`src/verilog/acad_pkg.sv`:
```
// Package for the address check and attribute decode block.
// Assumes a single core clock domain; shared by the block and its bench.
`default_nettype none
package acad_pkg;
    // Architectural address geometry.
    localparam int ACAD_ADDR_W     = 64;
    localparam int ACAD_PA_TOP     = 62;              // Highest physical bit.
    localparam int ACAD_PA_MIN_TOP = 31;              // Bits 0..31 always exist.
    localparam int ACAD_VA_TOP     = 60;              // Highest virtual bit.
    localparam int ACAD_VA_MIN_TOP = 50;
    localparam int ACAD_ATTR_BIT   = 63;              // Physical attribute bit.
    localparam int ACAD_RGN_LO     = 61;              // Region index 63:61.
    localparam int ACAD_BRK_MASK_W = 56;              // Breakpoint mask width.
    localparam logic [1:0] ACAD_OKAY   = 2'h0;
    localparam logic [1:0] ACAD_SLVERR = 2'h2;

    // Register byte offsets (word aligned).
    localparam logic [7:0] ACAD_REG_CTRL   = 8'h00;
    localparam logic [7:0] ACAD_REG_ADDR_L = 8'h04;
    localparam logic [7:0] ACAD_REG_ADDR_H = 8'h08;
    localparam logic [7:0] ACAD_REG_CMD    = 8'h0C;
    localparam logic [7:0] ACAD_REG_RES    = 8'h10;
    localparam logic [7:0] ACAD_REG_OUTL   = 8'h14;
    localparam logic [7:0] ACAD_REG_OUTH   = 8'h18;
    localparam logic [7:0] ACAD_REG_CFG    = 8'h1C;

    // Control register fields.
    localparam int ACAD_CTRL_IT = 0;
    localparam int ACAD_CTRL_DT = 1;
    localparam int ACAD_CTRL_RT = 2;
    localparam logic [2:0] ACAD_CTRL_RST = 3'h7;

    // Translation attribute codes.
    typedef enum logic [2:0] {
        ACAD_AC_WBACK   = 3'b000,
        ACAD_AC_SWRSV   = 3'b001,
        ACAD_AC_RSV2    = 3'b010,
        ACAD_AC_RSV3    = 3'b011,
        ACAD_AC_STRICT  = 3'b100,
        ACAD_AC_EXPORT  = 3'b101,
        ACAD_AC_COMBINE = 3'b110,
        ACAD_AC_NATPG   = 3'b111
    } acad_attr_code_t;

    // Operation classes checked by the block.
    typedef enum logic [3:0] {
        ACAD_OP_IFETCH   = 4'h0,  // Instruction fetch / last executed.
        ACAD_OP_BRANCH   = 4'h1,  // Taken or fall-through branch, or return.
        ACAD_OP_LOAD     = 4'h2,  // Non-speculative load, store, semaphore.
        ACAD_OP_NOACCESS = 4'h3,  // Flush, translate, faulting prefetch/probe.
        ACAD_OP_STK_MAND = 4'h4,  // Mandatory stack engine op.
        ACAD_OP_STK_EAGR = 4'h5,  // Eager stack engine op.
        ACAD_OP_SPEC_LD  = 4'h6,  // Speculative load.
        ACAD_OP_PROBE_NF = 4'h7,  // Non-faulting probe.
        ACAD_OP_KEYQ     = 4'h8,  // Key-access query.
        ACAD_OP_PREF_NF  = 4'h9,  // Non-faulting prefetch.
        ACAD_OP_INSERT   = 4'hA,  // Software TLB insert (fault addr + page).
        ACAD_OP_PURGE    = 4'hB,  // TLB purge (operand base).
        ACAD_OP_WALK_INS = 4'hC,  // Hardware walker insert.
        ACAD_OP_GPURGE_O = 4'hD,  // Outgoing global purge.
        ACAD_OP_GPURGE_I = 4'hE   // Incoming global purge.
    } acad_op_t;

    // Decoded memory properties.
    typedef struct packed {
        logic cacheable;
        logic writeback;
        logic coalescing;
        logic sequential;
        logic speculative;
        logic limited_spec;
        logic mp_coherent;
        logic invalid_token_page;
        logic exported;
        logic reserved;
    } acad_props_t;

    // Check outcome flags.
    typedef struct packed {
        logic instr_trap;
        logic data_fault;
        logic rsv_field_fault;
        logic walk_abort;
        logic dropped;
        logic token_bit;
        logic result_one;
        logic mcheck;
    } acad_result_t;
endpackage : acad_pkg
`default_nettype wire

```
`src/verilog/acad_core.sv`:
```
// Address check and attribute decode block with an AXI4-Lite register port.
// Assumes an AXI4-Lite master on aclk and a platform time-out pin from outside.
//
// Behaviour
// RULE_01: Memory and I/O share one 63-bit byte-addressed physical space.
// RULE_02: Physical addressing per class when its translate bit is zero.
// RULE_03: Physical address width is 32 to 63 bits, contiguous from bit 32.
// RULE_04: Instruction fetch to unimplemented physical address raises instruction trap.
// RULE_05: Data reference to unimplemented physical address raises data fault.
// RULE_06: Platform time-out on unpopulated range raises asynchronous machine check.
// RULE_07: Address registers keep all 64 bits; breakpoint mask holds 56 bits.
// RULE_08: Top physical bit position is a constant, 62 when fully implemented.
// RULE_09: Software insert with bad physical bits faults; walker insert aborts.
// RULE_10: Not-present translations skip page number validity checks.
// RULE_11: Physical address valid only when bits above top implemented are zero.
// RULE_12: Region index in bits 63:61; top virtual bit between 50 and 60.
// RULE_13: Virtual address valid only when upper bits sign-extend top bit.
// RULE_14: Non-speculative and mandatory references to bad address raise data fault.
// RULE_15: Purge and insert check only base address, ignoring page size.
// RULE_16: Non-faulting forms return token, zero or one, or drop silently.
// RULE_17: Branch, return or fetch to bad virtual address raises instruction trap.
// RULE_18: Outgoing purge sign-extends; incoming purge truncates unimplemented bits. The code truncates them only when they do not copy the top bit.
// RULE_19: Attribute codes 000, 110, 111 decode; 001, 010, 011 are reserved.
// RULE_20: Code 100 is uncached strict; 101 also exports atomic fetch-add.
// RULE_21: Insert with reserved attribute code raises reserved-field fault.
// RULE_22: Under physical addressing, attribute comes from address bit 63.
// RULE_23: Bit 63 is stripped; 0 gives limited write-back, 1 uncached strict.
`default_nettype none
module acad_core
    import acad_pkg::*;
#(
    parameter int TOP_PHYS_BIT_POS = 62,   // Implemented physical top bit.
    parameter int TOP_VIRT_BIT_POS = 60    // Implemented virtual top bit.
) (
    input  wire logic        aclk,            // Core clock.
    input  wire logic        aresetn,         // Synchronous reset, active low.
    input  wire logic [7:0]  s_axi_awaddr,    // Write address.
    input  wire logic        s_axi_awvalid,   // Write address valid.
    output logic             s_axi_awready,   // Write address ready.
    input  wire logic [31:0] s_axi_wdata,     // Write data.
    input  wire logic [3:0]  s_axi_wstrb,     // Write byte enables.
    input  wire logic        s_axi_wvalid,    // Write data valid.
    output logic             s_axi_wready,    // Write data ready.
    output logic [1:0]       s_axi_bresp,     // Write response.
    output logic             s_axi_bvalid,    // Write response valid.
    input  wire logic        s_axi_bready,    // Write response ready.
    input  wire logic [7:0]  s_axi_araddr,    // Read address.
    input  wire logic        s_axi_arvalid,   // Read address valid.
    output logic             s_axi_arready,   // Read address ready.
    output logic [31:0]      s_axi_rdata,     // Read data.
    output logic [1:0]       s_axi_rresp,     // Read response.
    output logic             s_axi_rvalid,    // Read data valid.
    input  wire logic        s_axi_rready,    // Read data ready.
    input  wire logic        platform_timeout,// Platform time-out pin.
    output logic             mcheck_abort     // Machine check abort level.
);
    ////////////////////////////////////////////////////////////////////////////
    // Implementation limits.
    localparam int PA_CHK_LO = (TOP_PHYS_BIT_POS + 1 < ACAD_PA_TOP)
                               ? TOP_PHYS_BIT_POS + 1 : ACAD_PA_TOP;  // [RULE_11]
    localparam int VA_CHK_LO = (TOP_VIRT_BIT_POS + 1 < ACAD_VA_TOP)
                               ? TOP_VIRT_BIT_POS + 1 : ACAD_VA_TOP;  // [RULE_13]

    // Physical address is implemented when bits 62..PA_CHK_LO are zero. [RULE_03]
    function automatic logic pa_ok(input logic [63:0] a);
        logic r;
        r = 1'b1;
        for (int i = PA_CHK_LO; i <= ACAD_PA_TOP; i++) begin
            if (i > TOP_PHYS_BIT_POS && a[i]) begin
                r = 1'b0;  // [RULE_11]
            end
        end
        return r;
    endfunction : pa_ok

    // Virtual address is implemented when 60..VA_CHK_LO copy the top bit.
    function automatic logic va_ok(input logic [63:0] a);
        logic r;
        r = 1'b1;
        for (int i = VA_CHK_LO; i <= ACAD_VA_TOP; i++) begin
            if (i > TOP_VIRT_BIT_POS && a[i] != a[TOP_VIRT_BIT_POS]) begin
                r = 1'b0;  // [RULE_13]
            end
        end
        return r;
    endfunction : va_ok

    // Attribute code to memory properties.
    function automatic acad_props_t decode_code(input logic [2:0] c);
        acad_props_t p;
        p = '0;
        unique case (acad_attr_code_t'(c))
            ACAD_AC_WBACK: begin  // [RULE_19]
                p.cacheable = 1'b1; p.writeback = 1'b1;
                p.speculative = 1'b1; p.mp_coherent = 1'b1;
            end
            ACAD_AC_COMBINE: begin  // [RULE_19]
                p.coalescing = 1'b1; p.speculative = 1'b1;
            end
            ACAD_AC_NATPG: begin  // [RULE_19]
                p.cacheable = 1'b1; p.speculative = 1'b1;
                p.invalid_token_page = 1'b1;
            end
            ACAD_AC_STRICT: begin  // [RULE_20]
                p.sequential = 1'b1; p.mp_coherent = 1'b1;
            end
            ACAD_AC_EXPORT: begin  // [RULE_20]
                p.sequential = 1'b1; p.mp_coherent = 1'b1; p.exported = 1'b1;
            end
            ACAD_AC_SWRSV, ACAD_AC_RSV2, ACAD_AC_RSV3: begin
                p.reserved = 1'b1;  // [RULE_19]
            end
        endcase
        return p;
    endfunction : decode_code

    ////////////////////////////////////////////////////////////////////////////
    // Registers.
    logic [2:0]   xlate;        // Fetch, data and stack translate bits.
    logic [63:0]  req_addr;     // Address under check, all 64 bits kept. [RULE_07]
    logic [3:0]   req_op;
    logic [2:0]   req_code;
    logic         req_present;
    logic         req_start;
    acad_result_t res;
    acad_props_t  props;
    logic [63:0]  out_addr;
    logic         done;
    logic         to_s1;
    logic         to_s2;

    // Write channel: address and data are taken together in one cycle.
    logic wr_go;
    logic [31:0] wmask;
    assign wr_go = s_axi_awvalid && s_axi_wvalid && !s_axi_bvalid;
    assign wmask = {{8{s_axi_wstrb[3]}}, {8{s_axi_wstrb[2]}},
                    {8{s_axi_wstrb[1]}}, {8{s_axi_wstrb[0]}}};

    // Write handshake and response.
    always_ff @(posedge aclk) begin
        if (!aresetn) begin
            s_axi_awready <= 1'b0;
            s_axi_wready  <= 1'b0;
            s_axi_bvalid  <= 1'b0;
            s_axi_bresp   <= ACAD_OKAY;
        end else begin
            s_axi_awready <= wr_go && !s_axi_awready;
            s_axi_wready  <= wr_go && !s_axi_awready;
            if (wr_go && !s_axi_awready) begin
                s_axi_bvalid <= 1'b1;
                s_axi_bresp  <= (s_axi_awaddr <= ACAD_REG_CMD) ? ACAD_OKAY : ACAD_SLVERR;
            end else if (s_axi_bready) begin
                s_axi_bvalid <= 1'b0;
            end
        end
    end

    // Register writes; a write to the command register starts a check.
    always_ff @(posedge aclk) begin
        if (!aresetn) begin
            xlate       <= ACAD_CTRL_RST;
            req_addr    <= '0;
            req_op      <= '0;
            req_code    <= '0;
            req_present <= 1'b0;
            req_start   <= 1'b0;
        end else begin
            req_start <= 1'b0;
            if (wr_go && !s_axi_awready) begin
                unique case (s_axi_awaddr)
                    ACAD_REG_CTRL:   xlate <= (xlate & ~wmask[2:0]) | (s_axi_wdata[2:0] & wmask[2:0]);
                    ACAD_REG_ADDR_L: req_addr[31:0] <= (req_addr[31:0] & ~wmask) | (s_axi_wdata & wmask);
                    ACAD_REG_ADDR_H: req_addr[63:32] <= (req_addr[63:32] & ~wmask) | (s_axi_wdata & wmask);
                    ACAD_REG_CMD: begin
                        req_op      <= s_axi_wdata[3:0];
                        req_code    <= s_axi_wdata[6:4];
                        req_present <= s_axi_wdata[7];
                        req_start   <= 1'b1;
                    end
                    default: ;
                endcase
            end
        end
    end

    ////////////////////////////////////////////////////////////////////////////
    // Check engine: one cycle after the command write the result is stored.
    logic phys_mode;
    logic pa_good;
    logic va_good;
    logic addr_good;
    logic [63:0] pa_stripped;
    logic [63:0] va_sext;
    logic [63:0] va_trunc;

    // Per-class physical mode selection.
    always_comb begin
        unique case (acad_op_t'(req_op))
            ACAD_OP_IFETCH, ACAD_OP_BRANCH: phys_mode = !xlate[ACAD_CTRL_IT];  // [RULE_02]
            ACAD_OP_STK_MAND, ACAD_OP_STK_EAGR: phys_mode = !xlate[ACAD_CTRL_RT];
            ACAD_OP_INSERT, ACAD_OP_PURGE, ACAD_OP_WALK_INS,
            ACAD_OP_GPURGE_O, ACAD_OP_GPURGE_I: phys_mode = 1'b0;
            default: phys_mode = !xlate[ACAD_CTRL_DT];
        endcase
    end

    // Physical address drops the attribute bit before checking. [RULE_23]
    assign pa_stripped = {1'b0, req_addr[ACAD_PA_TOP:0]};  // [RULE_01]
    assign pa_good     = pa_ok(pa_stripped);
    assign va_good     = va_ok(req_addr);  // [RULE_12]
    assign addr_good   = phys_mode ? pa_good : va_good;
    assign va_sext     = {{(ACAD_ADDR_W-TOP_VIRT_BIT_POS-1){req_addr[TOP_VIRT_BIT_POS]}},
                          req_addr[TOP_VIRT_BIT_POS:0]};
    assign va_trunc    = {req_addr[63:ACAD_RGN_LO],
                          {(ACAD_RGN_LO-TOP_VIRT_BIT_POS-1){1'b0}},
                          req_addr[TOP_VIRT_BIT_POS:0]};

    // Result computation per operation class.
    always_ff @(posedge aclk) begin
        if (!aresetn) begin
            res      <= '0;
            props    <= '0;
            out_addr <= '0;
            done     <= 1'b0;
        end else if (req_start) begin
            res      <= '0;
            done     <= 1'b1;
            out_addr <= phys_mode ? pa_stripped : req_addr;
            // Attribute comes from bit 63 in physical mode, else from the code.
            if (phys_mode) begin  // [RULE_22]
                props <= '0;
                if (req_addr[ACAD_ATTR_BIT]) begin
                    props.sequential <= 1'b1;  // [RULE_23]
                    props.mp_coherent <= 1'b1;
                end else begin
                    props.cacheable <= 1'b1;   // [RULE_23]
                    props.writeback <= 1'b1;
                    props.limited_spec <= 1'b1;
                    props.mp_coherent <= 1'b1;
                end
            end else begin
                props <= decode_code(req_code);
            end
            unique case (acad_op_t'(req_op))
                ACAD_OP_IFETCH, ACAD_OP_BRANCH:
                    res.instr_trap <= !addr_good;  // [RULE_04] [RULE_17]
                ACAD_OP_LOAD, ACAD_OP_NOACCESS, ACAD_OP_STK_MAND:
                    res.data_fault <= !addr_good;  // [RULE_05] [RULE_14]
                ACAD_OP_STK_EAGR:
                    res.dropped <= !addr_good;     // [RULE_16]
                ACAD_OP_SPEC_LD:
                    res.token_bit <= !addr_good;   // [RULE_16]
                ACAD_OP_PROBE_NF: begin
                    res.dropped <= !addr_good;     // [RULE_16]
                    if (!addr_good) out_addr <= '0;
                end
                ACAD_OP_KEYQ:
                    res.result_one <= !addr_good;  // [RULE_16]
                ACAD_OP_PREF_NF:
                    res.dropped <= !addr_good;     // [RULE_16]
                ACAD_OP_PURGE:
                    res.data_fault <= !va_good;    // [RULE_15]
                ACAD_OP_INSERT: begin
                    // Address register holds the fault address and is also checked as the page.
                    if (!va_good) res.data_fault <= 1'b1;  // [RULE_15]
                    else if (req_present && !pa_good) res.data_fault <= 1'b1;  // [RULE_09] [RULE_10]
                    else if (decode_code(req_code).reserved) res.rsv_field_fault <= 1'b1;  // [RULE_21]
                end
                ACAD_OP_WALK_INS:
                    res.walk_abort <= req_present && (!pa_good || decode_code(req_code).reserved);  // [RULE_09]
                ACAD_OP_GPURGE_O:
                    out_addr <= va_sext;           // [RULE_18]
                ACAD_OP_GPURGE_I:
                    out_addr <= va_good ? req_addr : va_trunc;  // [RULE_18]
                default: res.data_fault <= 1'b1;
            endcase
        end
    end

    ////////////////////////////////////////////////////////////////////////////
    // Platform time-out synchroniser and sticky machine check. Set wins.
    always_ff @(posedge aclk) begin
        if (!aresetn) begin
            to_s1 <= 1'b0;
            to_s2 <= 1'b0;
            mcheck_abort <= 1'b0;
        end else begin
            to_s1 <= platform_timeout;
            to_s2 <= to_s1;
            if (to_s2) mcheck_abort <= 1'b1;  // [RULE_06]
            else if (wr_go && !s_axi_awready && s_axi_awaddr == ACAD_REG_RES) mcheck_abort <= 1'b0;
        end
    end

    // Read channel.
    logic [31:0] rd_mux;
    always_comb begin
        unique case (s_axi_araddr)
            ACAD_REG_CTRL:   rd_mux = {29'h0, xlate};
            ACAD_REG_ADDR_L: rd_mux = req_addr[31:0];
            ACAD_REG_ADDR_H: rd_mux = req_addr[63:32];
            ACAD_REG_CMD:    rd_mux = {24'h0, req_present, req_code, req_op};
            ACAD_REG_RES:    rd_mux = {12'h0, props, 1'b0, done, res[7:1], mcheck_abort};
            ACAD_REG_OUTL:   rd_mux = out_addr[31:0];
            ACAD_REG_OUTH:   rd_mux = out_addr[63:32];
            ACAD_REG_CFG:    rd_mux = {16'h0, 8'(TOP_VIRT_BIT_POS), 8'(TOP_PHYS_BIT_POS)};  // [RULE_08]
            default:         rd_mux = 32'h0;
        endcase
    end

    always_ff @(posedge aclk) begin
        if (!aresetn) begin
            s_axi_arready <= 1'b0;
            s_axi_rvalid  <= 1'b0;
            s_axi_rdata   <= '0;
            s_axi_rresp   <= ACAD_OKAY;
        end else begin
            s_axi_arready <= s_axi_arvalid && !s_axi_rvalid && !s_axi_arready;
            if (s_axi_arvalid && !s_axi_rvalid && !s_axi_arready) begin
                s_axi_rvalid <= 1'b1;
                s_axi_rdata  <= rd_mux;
                s_axi_rresp  <= (s_axi_araddr <= ACAD_REG_CFG) ? ACAD_OKAY : ACAD_SLVERR;
            end else if (s_axi_rready) begin
                s_axi_rvalid <= 1'b0;
            end
        end
    end
endmodule : acad_core
`default_nettype wire

```
`config.mk`:
```
export PLATFORM = sky130hd
export DESIGN_NAME = acad_core
export DESIGN_NICKNAME = d
export VERILOG_FILES = /design/src/verilog/acad_pkg.sv /design/src/verilog/acad_core.sv
export SDC_FILE = /design/constraint.sdc
export NUM_CORES = 1
export LEC_CHECK = 0
export BUFFER_PORTS_ARGS = -buffer_cell sky130_fd_sc_hd__buf_2
export CAP_MARGIN = 20
export CORE_MARGIN = 2
export CORE_UTILIZATION = 45
export CTS_BUF_LIST = sky130_fd_sc_hd__clkbuf_4
export DETAILED_ROUTE_END_ITERATION = 16
export PLACE_DENSITY = 0.73
export SYNTH_ARGS = -nofsm -noshare
export SYNTH_HDL_FRONTEND = slang
export SYNTH_SLANG_ARGS = --single-unit
```
`constraint.sdc`:
```
create_clock -name aclk -period 2 [get_ports aclk]
set_input_delay 0 -clock aclk [delete_from_list [all_inputs] [get_ports aclk]]
set_output_delay 0 -clock aclk [all_outputs]
set_load 0.05 [all_outputs]
```
**Word level (Yosys, flattened, before mapping)**

Cells that the tools add are included.

- Input port bits: 60
- Word-level logic and storage cells: 147
- Output and inout port bits: 42
- Bits in registers: 197

- Magnitude comparators: 2
- Reduce and logical (&&, ||, !) cells: 35
- Eq/ne operators: 32
- Bitwise operators: 10
- Multiplexer cells: 36

Operators by type and width:

| operator | count |
|---|---|
| 32-bit case mux with 8 select lines | 1 |
| 64-bit case mux with 2 select lines | 1 |
| 32-bit bitwise AND | 3 |
| 64-bit 2-to-1 mux | 1 |
| 32-bit OR | 2 |
| 8-bit by 5-bit == test with 1-bit output, second input constant | 5 |
| 8-bit by 4-bit == test with 1-bit output, second input constant | 4 |
| 32-bit NOT | 1 |
| 4-bit == test, second input constant | 7 |
| 1-bit 2-to-1 mux | 28 |
| 4-bit by 3-bit == test with 1-bit output, second input constant | 4 |
| 8-bit by 3-bit == test with 1-bit output, second input constant | 2 |
| 8-bit zero test | 2 |
| 15-bit OR reduction | 1 |
| 3-bit == test, second input constant | 4 |
| 10-bit 2-to-1 mux | 1 |
| 2-bit AND reduction | 5 |
| 3-bit OR reduction | 3 |
| 4-bit by 2-bit == test with 1-bit output, second input constant | 2 |
| 8-bit by 4-bit <= comparator with 1-bit output, second input constant | 1 |
| 8-bit by 5-bit <= comparator with 1-bit output, second input constant | 1 |
| 2-bit OR reduction | 4 |
| 1-bit logical AND | 7 |
| 1-bit zero test | 7 |
| 12 further kinds | 18 |

**Logic depth before layout (Yosys ltp)**

Gate-level depths: netlist (run 1).

- Word-level depth: 8
- Gate-level depth with buffers: 7
- Mapped depth without buffers: 5

**Least setup slack after synthesis (run 1)**

No wires, ideal clock.

- Kind: flip-flop to flip-flop
- From: register s_axi_wready
- To: register with a tool-made name
- Path slack: -0.075 ns
- Stages on the path, launching flop included: 7
- Setup time: 0.130 ns
- Arrival: 1.946 ns
- Period minus slack after synthesis: 2.075 ns
- Path buffers: 1
- Data required time: 1.870 ns
- Cell sequence: dfxtp_1 > nand4bb_2 > or3_1 > or3_1 > buf_2 > mux2i_1 > nand2_1

RTL lines:

| what | RTL line | RTL |
|---|---|---|
| from (decl) | acad_core.sv:43 | `output logic s_axi_wready,` |
| from (signal assigned) | acad_core.sv:148 | `s_axi_wready <= wr_go && !s_axi_awready;` |

**Worst setup path in the final report (run 1)**

- From: input s_axi_araddr[4]
- To: register s_axi_rresp[1]

- Longest elaborated chain between the ends: 2

RTL lines:

| what | RTL line | RTL |
|---|---|---|
| from (decl) | acad_core.sv:47 | `input wire logic [7:0] s_axi_araddr,` |
| 8-bit by 5-bit <= comparator with 1-bit output | acad_core.sv:322 | `s_axi_rresp <= (s_axi_araddr <= ACAD_REG_CFG) ? ACAD_OKAY : ACAD_SLVERR;` |
| 2-bit 2-to-1 mux | acad_core.sv:322 |  |
| to (signal assigned) | acad_core.sv:322 |  |
| to (decl) | acad_core.sv:51 | `output logic [1:0] s_axi_rresp,` |

No other way between the ends.
A chain may end at the register's enable or synchronous reset.

==> flow_summary.ini, run 1 <==
[run_status]
run_status = completed

[critical_path]
end_kind = flop
startpoint = s_axi_araddr[4]
worst_path_max_delay_cell = dlygate4sd3_1
slowest_delay_ps = 580
r2r_start = s_axi_wready$_SDFF_PN0_
arrival_ps = 2470
r2r.worst_path.cells = 6
crit_path_frequent_cell = dlygate4sd3_1
path_cells = dlygate4sd3_1, buf_2, buf_4, nand3_1, o211ai_1, dlygate4sd3_1, o21ai_0, nor2_1
setup.worst_path.start_class = primary input
critical_path_class = primary input to flop
reg2reg_setup_slack_ps = 150
crit_path_end = s_axi_rresp[1]$_SDFFE_PN0P_
critical_path_required_ps = 2570
critPathMaxFanout = 20

[clocking]
clkTransAtPathRegs_ps = 170
cts_root_buf = clkbuf_4
clock_tree.htree_level_count = 4
post_cts_resized = 0
clock_path_buffers = 2
post_cts.repair.setup_buffers = 0
cts-buffers-inserted = 17
clkLatencyLatePin_ps = 610
cts_hold_buffers = 63
clkSinkCount = 195
clock_tree_from_tritoncts = done

[synth]
synth_simple_gate_area_share_pct = 17.16
synth-compound-area-share_pct = 15.60
ff_latch_count_synth = 195
synth_top_family_by_area = simple AND/OR/NAND/NOR gates
part_of_the_yosys_area_used_for_sequential_elements_pct = 47.80
synth-edff-count = 0
syn-mean-instance-area_um2 = 8.925
synth-main-ff-cell = dfxtp_1
yosys_warnings = 0
post_synth_top_area_share_pct = 47.80
synth.area.mux_share_pct = 15.58
synth_area_leaders = dfxtp_1 (48%), mux2i_1 (14%), nand2_1 (5.7%), a21oi_1 (5.6%), nor2_1 (4.9%)
syn_inst = 915
synth.largest_area_cell = dfxtp_1
post_synth_num_cell_types = 51
postSynth.asyncResetShare_pct = 0
synthesis.area_um2 = 8167
synth_area_in_xor_xnor_pct = 0
synth_adder_area_share_pct = 0

[detailed_routing]
m1WireLength_um = 10080
drtAntennaViolNets = 0
drt_drc_violations_left = 0
drt-total-wl_um = 22310
route.detailed.wl_per_inst_um = 17.04
met3RoutedLength_um = 1143
detailroute.via_count = 7308
dr_wl_met2_um = 10200
viasPerCell = 5.583
drt_first_pass_iters = 6
first_iter_violations = 574
topRoutingLayerUsed = met4

[floorplanning]
placeableCoreArea_um2 = 17900
die_width_um = 138.7
row_count = 49
dieArea_um2 = 19240
floorplan.initialDensity_pct = 45.62
vertical_die_dimension_um = 138.7
io_pins = 102

[cells_and_area]
post_route_non_filler_standard_cell_count = 1309
register_area_um2 = 3908
drive_above_1_share_pct = 17.61
mostFrequentLayoutCell = dfxtp_1
layout_common_cells = dfxtp_1 (194), nand2_1 (123), mux2i_1 (117), nor2_1 (105), buf_2 (99)
multiInputGateArea_um2 = 3974
final.fill_count = 1614
flow.area_growth_from_synthesis_pct = 21.34
final_net_count = 1126

[timing]
tns_ps = 0
tightestPinTransition_ps = 646.5
max_clock_freq_mhz = 524.6
setup_viol_count_final = 0
max_slew_margin_pct = 56.81
final-max-slew-violation-count = 0
post-route-period-util_pct = 95.30
hold_violations = 0
grt_setup_unrepaired = false
final.setup_skew_ps = 17.25
finalWorstPathRequiredPeriod_ps = 1906

[job]
drv.max_cap_violation_count = 0

[placement]
place.detailed.instances = 1213
place_hpwl_um = 14880
place_congestion = 0.9142
port_buffers = 99

[global_route]
grt_antenna_before_repair = 1
groute.usage.overall_pct = 23.01
number_of_global_route_vias_before_repair = 6943
grt_pass1_wl_um = 35690
largest_net_degree_at_the_start_of_global_routing = 63
grt_remaining_overflow = 0

[power_and_ir_drop]
vdd_ir_drop_max_mv = 0.3390
leakage_power_nw = 3.836
power_density_nw_per_um2 = 655.6

[hold_path]
hold_class = primary input to flop
final cells by class:
cell class | instances | area share (%)
multi-input cells | 645 | 40.10
flip-flops and latches | 195 | 39.43
repair buffers | 196 | 14.44
well taps | 229 | 2.891
clock inverters | 15 | 1.376
clock buffers | 17 | 1.288
inverters | 11 | 0.4419
diodes | 1 | 0.02525
Yosys cell counts, types with 8 or more instances:
library cell and instances:
nor2b_1 8, inv_1 10, nand2_1 123, a221oi_1 13, a21oi_1 91, nand3_1 22, nor2_1 106, and3_1 8
nor3_1 10, clkbuf_1 43, dfxtp_1 195, buf_2 12, o22ai_1 14, a22o_1 15, o21ai_0 31, mux2i_1 117
a22oi_1 18, mux2_2 9
worst min-delay path by stage:
| stage | from | to | slack (ps) | depth (start not counted) |
|---|---|---|---|---|
| floorplan | s_axi_wdata[0] | flop | 130 | 2 |
| global placement | platform_timeout | to_s1$_SDFF_PN0_ | 210 | 2 |
| detailed placement | platform_timeout | to_s1$_SDFF_PN0_ | 220 | 2 |
| CTS | s_axi_awaddr[6] | req_code[2]$_SDFFE_PN0P_ | 3 | 6 |
| global route | s_axi_awaddr[6] | req_code[1]$_SDFFE_PN0P_ | 20 | 6 |
| finish | s_axi_awaddr[6] | req_code[2]$_SDFFE_PN0P_ | 40 | 6 |
kinds of logic after synthesis:
family / count (synthesis)
other cells: 1
flops: 195
compound gates: 206
simple gates: 311
mux: 126
buf+inv: 76
where the power goes:
part / internal, mW / switching [mW]
clock: 0.553 / 1.48
sequential: 3.90 / 0.0115
combinational: 0.222 / 0.336
metal layers:
layer / up-vias / GRT usage (%)
met5: - / 0
met4: 0 / 10.15
met3: 68 / 4.385
met2: 235 / 36.22
met1: 3489 / 31.00
li1: 3516 / -
metrics by stage:
stage / utilization, % / total power, mW / instance area (um^2) / worst slack [ps] / hold slack (ps)
final: 55.35 / 6.497 / 9910 / 93.93 / 39.15
after global routing: 55.35 / 6.742 / 9910 / 18.09 / 22.10
after CTS: 55.34 / 6.532 / 9907 / 128.5 / 3.259
after detailed placement: 50.34 / 4.445 / 9012 / 211.3 / 216.2
after global placement: 50.34 / 4.443 / 9012 / 266.1 / 211.0
after floorplan: - / 4.245 / 8182 / 21.92 / 125.1
critical path: cells and delay by family:
kind            cells  cell delay, ps
compound gates      2             340
buf+inv             4            1810
simple gates        2             310
Note: power is estimated with default switching activity, not from simulation.
==> inputs of run 2 (changes only) <==
CORE_UTILIZATION = 60   (was 45)
PLACE_DENSITY = 0.91   (was 0.73)
==> run 2 against run 1 <==
Utilization increased by 19 points. Clock power about the same. Sequential power about the same. Wire length increased by 3.0%. Global-route usage increased by 8.9 points.
==> flow_summary.ini, run 2 (same netlist as run 1, synthesis figures left out) <==
[run_status]
run_status = completed

[floorplanning]
die_width_um = 120.7
dieArea_um2 = 14560
io_pins = 102
row_count = 42
floorplan.initialDensity_pct = 61.67
placeableCoreArea_um2 = 13240
vertical_die_dimension_um = 120.7

[clocking]
cts-buffers-inserted = 17
clock_tree.htree_level_count = 4
cts_root_buf = clkbuf_4
clkLatencyLatePin_ps = 610
post_cts.repair.setup_buffers = 0
clkSinkCount = 195
clkTransAtPathRegs_ps = 140
clock_tree_from_tritoncts = done
clock_path_buffers = 2

[cells_and_area]
flow.area_growth_from_synthesis_pct = 19.76
layout_common_cells = dfxtp_1 (194), nand2_1 (122), mux2i_1 (117), nor2_1 (105), buf_2 (99)
finish.utilization_pct = 73.86
final.fill_count = 918
mostFrequentLayoutCell = dfxtp_1
drive_above_1_share_pct = 16.82
register_area_um2 = 3908
final_net_count = 1118
multiInputGateArea_um2 = 3976

[timing]
final.setup.worst_slack_ps = 70.21
grt_setup_unrepaired = false
tightestPinTransition_ps = 666.7
post-route-period-util_pct = 96.49
setup_viol_count_final = 0
final-max-slew-violation-count = 0
tns_ps = 0
max_slew_margin_pct = 55.55
max_clock_freq_mhz = 518.2
finalWorstPathRequiredPeriod_ps = 1930
hold_violations = 0
final.setup_skew_ps = 17.25

[power_and_ir_drop]
vdd_ir_drop_max_mv = 0.4138
power_density_nw_per_um2 = 662.9
leakage_power_nw = 3.808

[critical_path]
arrival_ps = 2400
critical_path_class = flop to flop
startpoint = s_axi_wready$_SDFF_PN0_
setup.worst_path.start_class = flop
r2r_start = s_axi_wready$_SDFF_PN0_
critPathMaxFanout = 17
r2r.worst_path.cells = 6
reg2reg_setup_slack_ps = 70
end_kind = flop
critical_path_required_ps = 2480

[global_route]
global_route.usage.met1_pct = 40.43
grt_pass1_wl_um = 36790
number_of_global_route_vias_before_repair = 7306
groute.usage.overall_pct = 31.90
busiest_layer = met2
grt_antenna_before_repair = 1
largest_net_degree_at_the_start_of_global_routing = 62
grt_remaining_overflow = 0
grt_util_met2_pct = 50.67
grt_use_met3_pct = 7.170

[detailed_routing]
detailroute.via_count = 7659
drt-total-wl_um = 22980
route.detailed.wl_per_inst_um = 18.42
drt_drc_violations_left = 0
first_iter_violations = 841
viasPerCell = 6.142
drt_first_pass_iters = 5
drtAntennaViolNets = 0

[placement]
place_congestion = 0.9110
port_buffers = 99
place_hpwl_um = 14300
dp_worst_setup_slack_ps = 176.5

[hold_path]
hold_class = primary input to flop
whs_path_depth = 4

[job]
drv.max_cap_violation_count = 0
[run 2: power by group]
part	total, mW	switching, mW	internal (mW)	leakage, nW
Clock	2.02	1.29	0.724	0.139
Sequential	3.91	0.00923	3.90	1.57
Combinational	0.562	0.340	0.222	2.10
[run 2: per-stage QoR]
step                cells  hold slack, ps  area [um^2]  power [mW]
CTS                  1246           79.27         9776       6.440
detailed placement   1155           209.9         8921       4.439
global route         1247           107.5         9781       6.662
finish               1247           97.07         9781       6.483
floorplan             916           125.1         8182       4.245
global placement     1155           209.2         8921       4.433
[run 2: critical path, cell delays in order, from the launching register on]
cell	delay, ps
dfxtp_1	340
nand4bb_4	310
nor4_4	180
buf_4	280
nand3_1	390
nand2_1	220
a21oi_1	90
[run 2: area by class of cell]
class	instances	area share [%]
clock buffers	18	1.382
diodes	1	0.02559
multi-input cells	645	40.65
clock inverters	13	1.215
well taps	176	2.252
repair buffers	188	14.07
inverters	11	0.4477
flip-flops and latches	195	39.95
[run 2: timing repair]
item	in CTS	in global routing
endpoints found under the hold margin	122	0
hold buffers	60	0
gates resized for setup	0	1
endpoints found under the setup margin	0	1
[run 2: worst min path at each step]
stage,start,to,slack (ps)
finish,s_axi_araddr[2],s_axi_rdata[2]$_SDFFE_PN0P_,100
global route,s_axi_araddr[2],s_axi_rdata[2]$_SDFFE_PN0P_,110
CTS,s_axi_araddr[2],s_axi_rdata[2]$_SDFFE_PN0P_,80
detailed placement,platform_timeout,to_s1$_SDFF_PN0_,210
global placement,platform_timeout,to_s1$_SDFF_PN0_,210
floorplan,s_axi_wdata[0],flop,130
[run 2: per-layer routing]
| metal | up-vias | share of wire (%) | wire [um] |
|---|---|---|---|
| met5 | - | 0 | 0 |
| met4 | 0 | 4.2 | 966 |
| met3 | 94 | 9.2 | 2115 |
| met2 | 454 | 47 | 10780 |
| met1 | 3613 | 40 | 9111 |
| li1 | 3498 | - | - |
==> inputs of run 3 (changes only) <==
ABC_AREA = 1   (was unset)
==> run 3 against run 2 <==
Utilization is 0.36 points lower. Combinational power is 14% lower. Count of clock-buffer cells in the layout stayed put. Wire length is 0.97% lower. Power is 3.7% higher. Final cell count is 15% higher. Setup slack better by 45 ps. Clock skew is 4.1 ps higher. Design area is 0.49% lower. First-iteration DRC count is 26% higher. Register-to-register slack better by 50 ps.
==> flow_summary.ini, run 3 <==
[synth]
synth.largest_area_cell = dfxtp_1
yosys_warnings = 0
part_of_the_yosys_area_used_for_sequential_elements_pct = 47.82
synth_area_leaders = dfxtp_1 (48%), o21ai_0 (11%), a21oi_1 (10%), nand3_1 (8.2%), nand2_1 (6.4%)
syn_inst = 1121
synth-compound-area-share_pct = 23.57
synth_adder_area_share_pct = 0
synth-main-ff-cell = dfxtp_1
most_numerous_cell_in_the_yosys_netlist = dfxtp_1
synth-edff-count = 0
ff_latch_count_synth = 195
post_synth_num_cell_types = 27
synthesis.area_um2 = 8163
synth.area.mux_share_pct = 0
synth_simple_gate_area_share_pct = 19.18
post_synth_top_area_share_pct = 47.82
synth_top_family_by_area = compound AO/OA/AOI/OAI gates
postSynth.asyncResetShare_pct = 0
syn-mean-instance-area_um2 = 7.282
synth.top_cells.by_count = dfxtp_1 (195), o21ai_0 (187), a21oi_1 (171)
synth_area_in_xor_xnor_pct = 0

[floorplanning]
row_count = 42
io_pins = 102
placeableCoreArea_um2 = 13240
die_width_um = 120.6
dieArea_um2 = 14550
floorplan.initialDensity_pct = 61.64
vertical_die_dimension_um = 120.6

[timing]
setup_viol_count_final = 0
final.setup.worst_slack_ps = 115.5
final.setup_skew_ps = 21.31
max_slew_margin_pct = 57.70
hold_violations = 0
tightestPinTransition_ps = 633.0
final-max-slew-violation-count = 0
finalWorstPathRequiredPeriod_ps = 1885
tns_ps = 0
post-route-period-util_pct = 94.23
grt_setup_unrepaired = false
max_clock_freq_mhz = 530.6

[placement]
port_buffers = 99
dp_worst_setup_slack_ps = 237.7
place_hpwl_um = 13990
place_congestion = 0.8796

[clocking]
clkSinkCount = 195
clock_tree.htree_level_count = 4
clkLatencyLatePin_ps = 600
clkTransAtPathRegs_ps = 160
cts-buffers-inserted = 17
clock_tree_from_tritoncts = done
clock_path_buffers = 2
cts_root_buf = clkbuf_4

[critical_path]
critical_path_class = flop to flop
arrival_ps = 2450
reg2reg_setup_slack_ps = 120
setup.worst_path.start_class = flop
critPathMaxFanout = 35
critical_path_required_ps = 2560
end_kind = flop

[power_and_ir_drop]
leakage_power_nw = 3.943
power_density_nw_per_um2 = 690.8
vdd_ir_drop_max_mv = 0.5489

[detailed_routing]
detailroute.via_count = 8424
drt-total-wl_um = 22750
first_iter_violations = 1063
drt_drc_violations_left = 0
route.detailed.wl_per_inst_um = 15.82
drt_first_pass_iters = 5
drtAntennaViolNets = 0
viasPerCell = 5.858

[global_route]
number_of_global_route_vias_before_repair = 7745
grt_remaining_overflow = 0
groute.usage.overall_pct = 31.83
largest_net_degree_at_the_start_of_global_routing = 88
grt_antenna_before_repair = 1
grt_pass1_wl_um = 37230

[cells_and_area]
final.fill_count = 1016
mostFrequentLayoutCell = dfxtp_1
flow.area_growth_from_synthesis_pct = 19.24
final_net_count = 1309
drive_above_1_share_pct = 13.32
layout_common_cells = dfxtp_1 (194), o21ai_0 (187), a21oi_1 (171), nand2_1 (139), nand3_1 (134)

[hold_path]
hold_class = primary input to flop

[job]
drv.max_cap_violation_count = 0

[run_status]
run_status = completed
## run 3: cell type report
cell class | instances | area, um^2 | share of cell area, %
Inverter | 112 | 420.4 | 4.319
Timing Repair Buffer | 187 | 1353 | 13.90
Clock buffer | 18 | 135.1 | 1.388
Multi-Input combinational cell | 736 | 3515 | 36.11
Sequential cell | 195 | 3908 | 40.15
Clock inverter | 13 | 180.2 | 1.851
Tap cell | 176 | 220.2 | 2.263
Antenna cell | 1 | 2.502 | 0.02571
## run 3: worst max-delay path: stages, from the launching register on
cell,delay [ps]
dfxtp_1,390
nor3_2,260
clkinv_1,220
buf_6,270
a21oi_1,150
dlygate4sd3_1,560
## run 3: final timing paths
kind / startpoint / end / cells after the start
min reg2reg: to_s1$_SDFF_PN0_ / to_s2$_SDFF_PN0_ / 2
max reg2reg: s_axi_rvalid$_SDFFE_PN0P_ / s_axi_rvalid$_SDFFE_PN0P_ / 5
max: s_axi_rvalid$_SDFFE_PN0P_ / s_axi_rvalid$_SDFFE_PN0P_ / 5
min: s_axi_araddr[7] / s_axi_rdata[24]$_SDFFE_PN0P_ / 7
## run 3: kinds of logic (layout without fill, tap and decap cells)
| kind of cell | count (synthesis) | in the layout |
|---|---|---|
| and+or+nand+nor | 359 | 359 |
| AOI/OAI and AO/OA | 375 | 375 |
| other | 1 | 3 |
| buffers and inverters | 191 | 330 |
| DFF | 195 | 195 |
## run 3: repair_timing
item	4_1_cts	5_1_grt
resized for setup	0	1
buffers inserted	0	3
hold endpoints to repair	156	0
endpoints found under the setup margin	0	5
hold buffers	57	0
## run 3: routing by layer
metal  up-vias  routed length [um]  GRT usage, %
li1       4016                   -             -
met1      3884                9238         41.52
met2       454               10860         52.68
met3        70                2032         6.038
met4         0                 623         11.56
met5         -                   0             0
## run 3: report_power, final
group / total [mW] / switching [mW] / internal [mW]
Combinational: 0.486 / 0.305 / 0.181
Sequential: 3.91 / 0.00997 / 3.90
Clock: 2.33 / 1.33 / 1.00
Total: 6.72 / 1.65 / 5.08
## run 3: per-stage QoR
step,instance area [um^2],utilization (%),cells,total power [mW],hold WS [ps]
2_1_floorplan,8167,-,1122,4.215,97.63
3_3_place_gp,8818,66.59,1346,4.365,190.6
3_5_place_dp,8818,66.59,1346,4.373,194.1
4_1_cts,9704,73.28,1434,6.706,28.75
5_1_grt,9733,73.50,1438,6.940,47.45
6_report,9733,73.50,1438,6.724,44.70
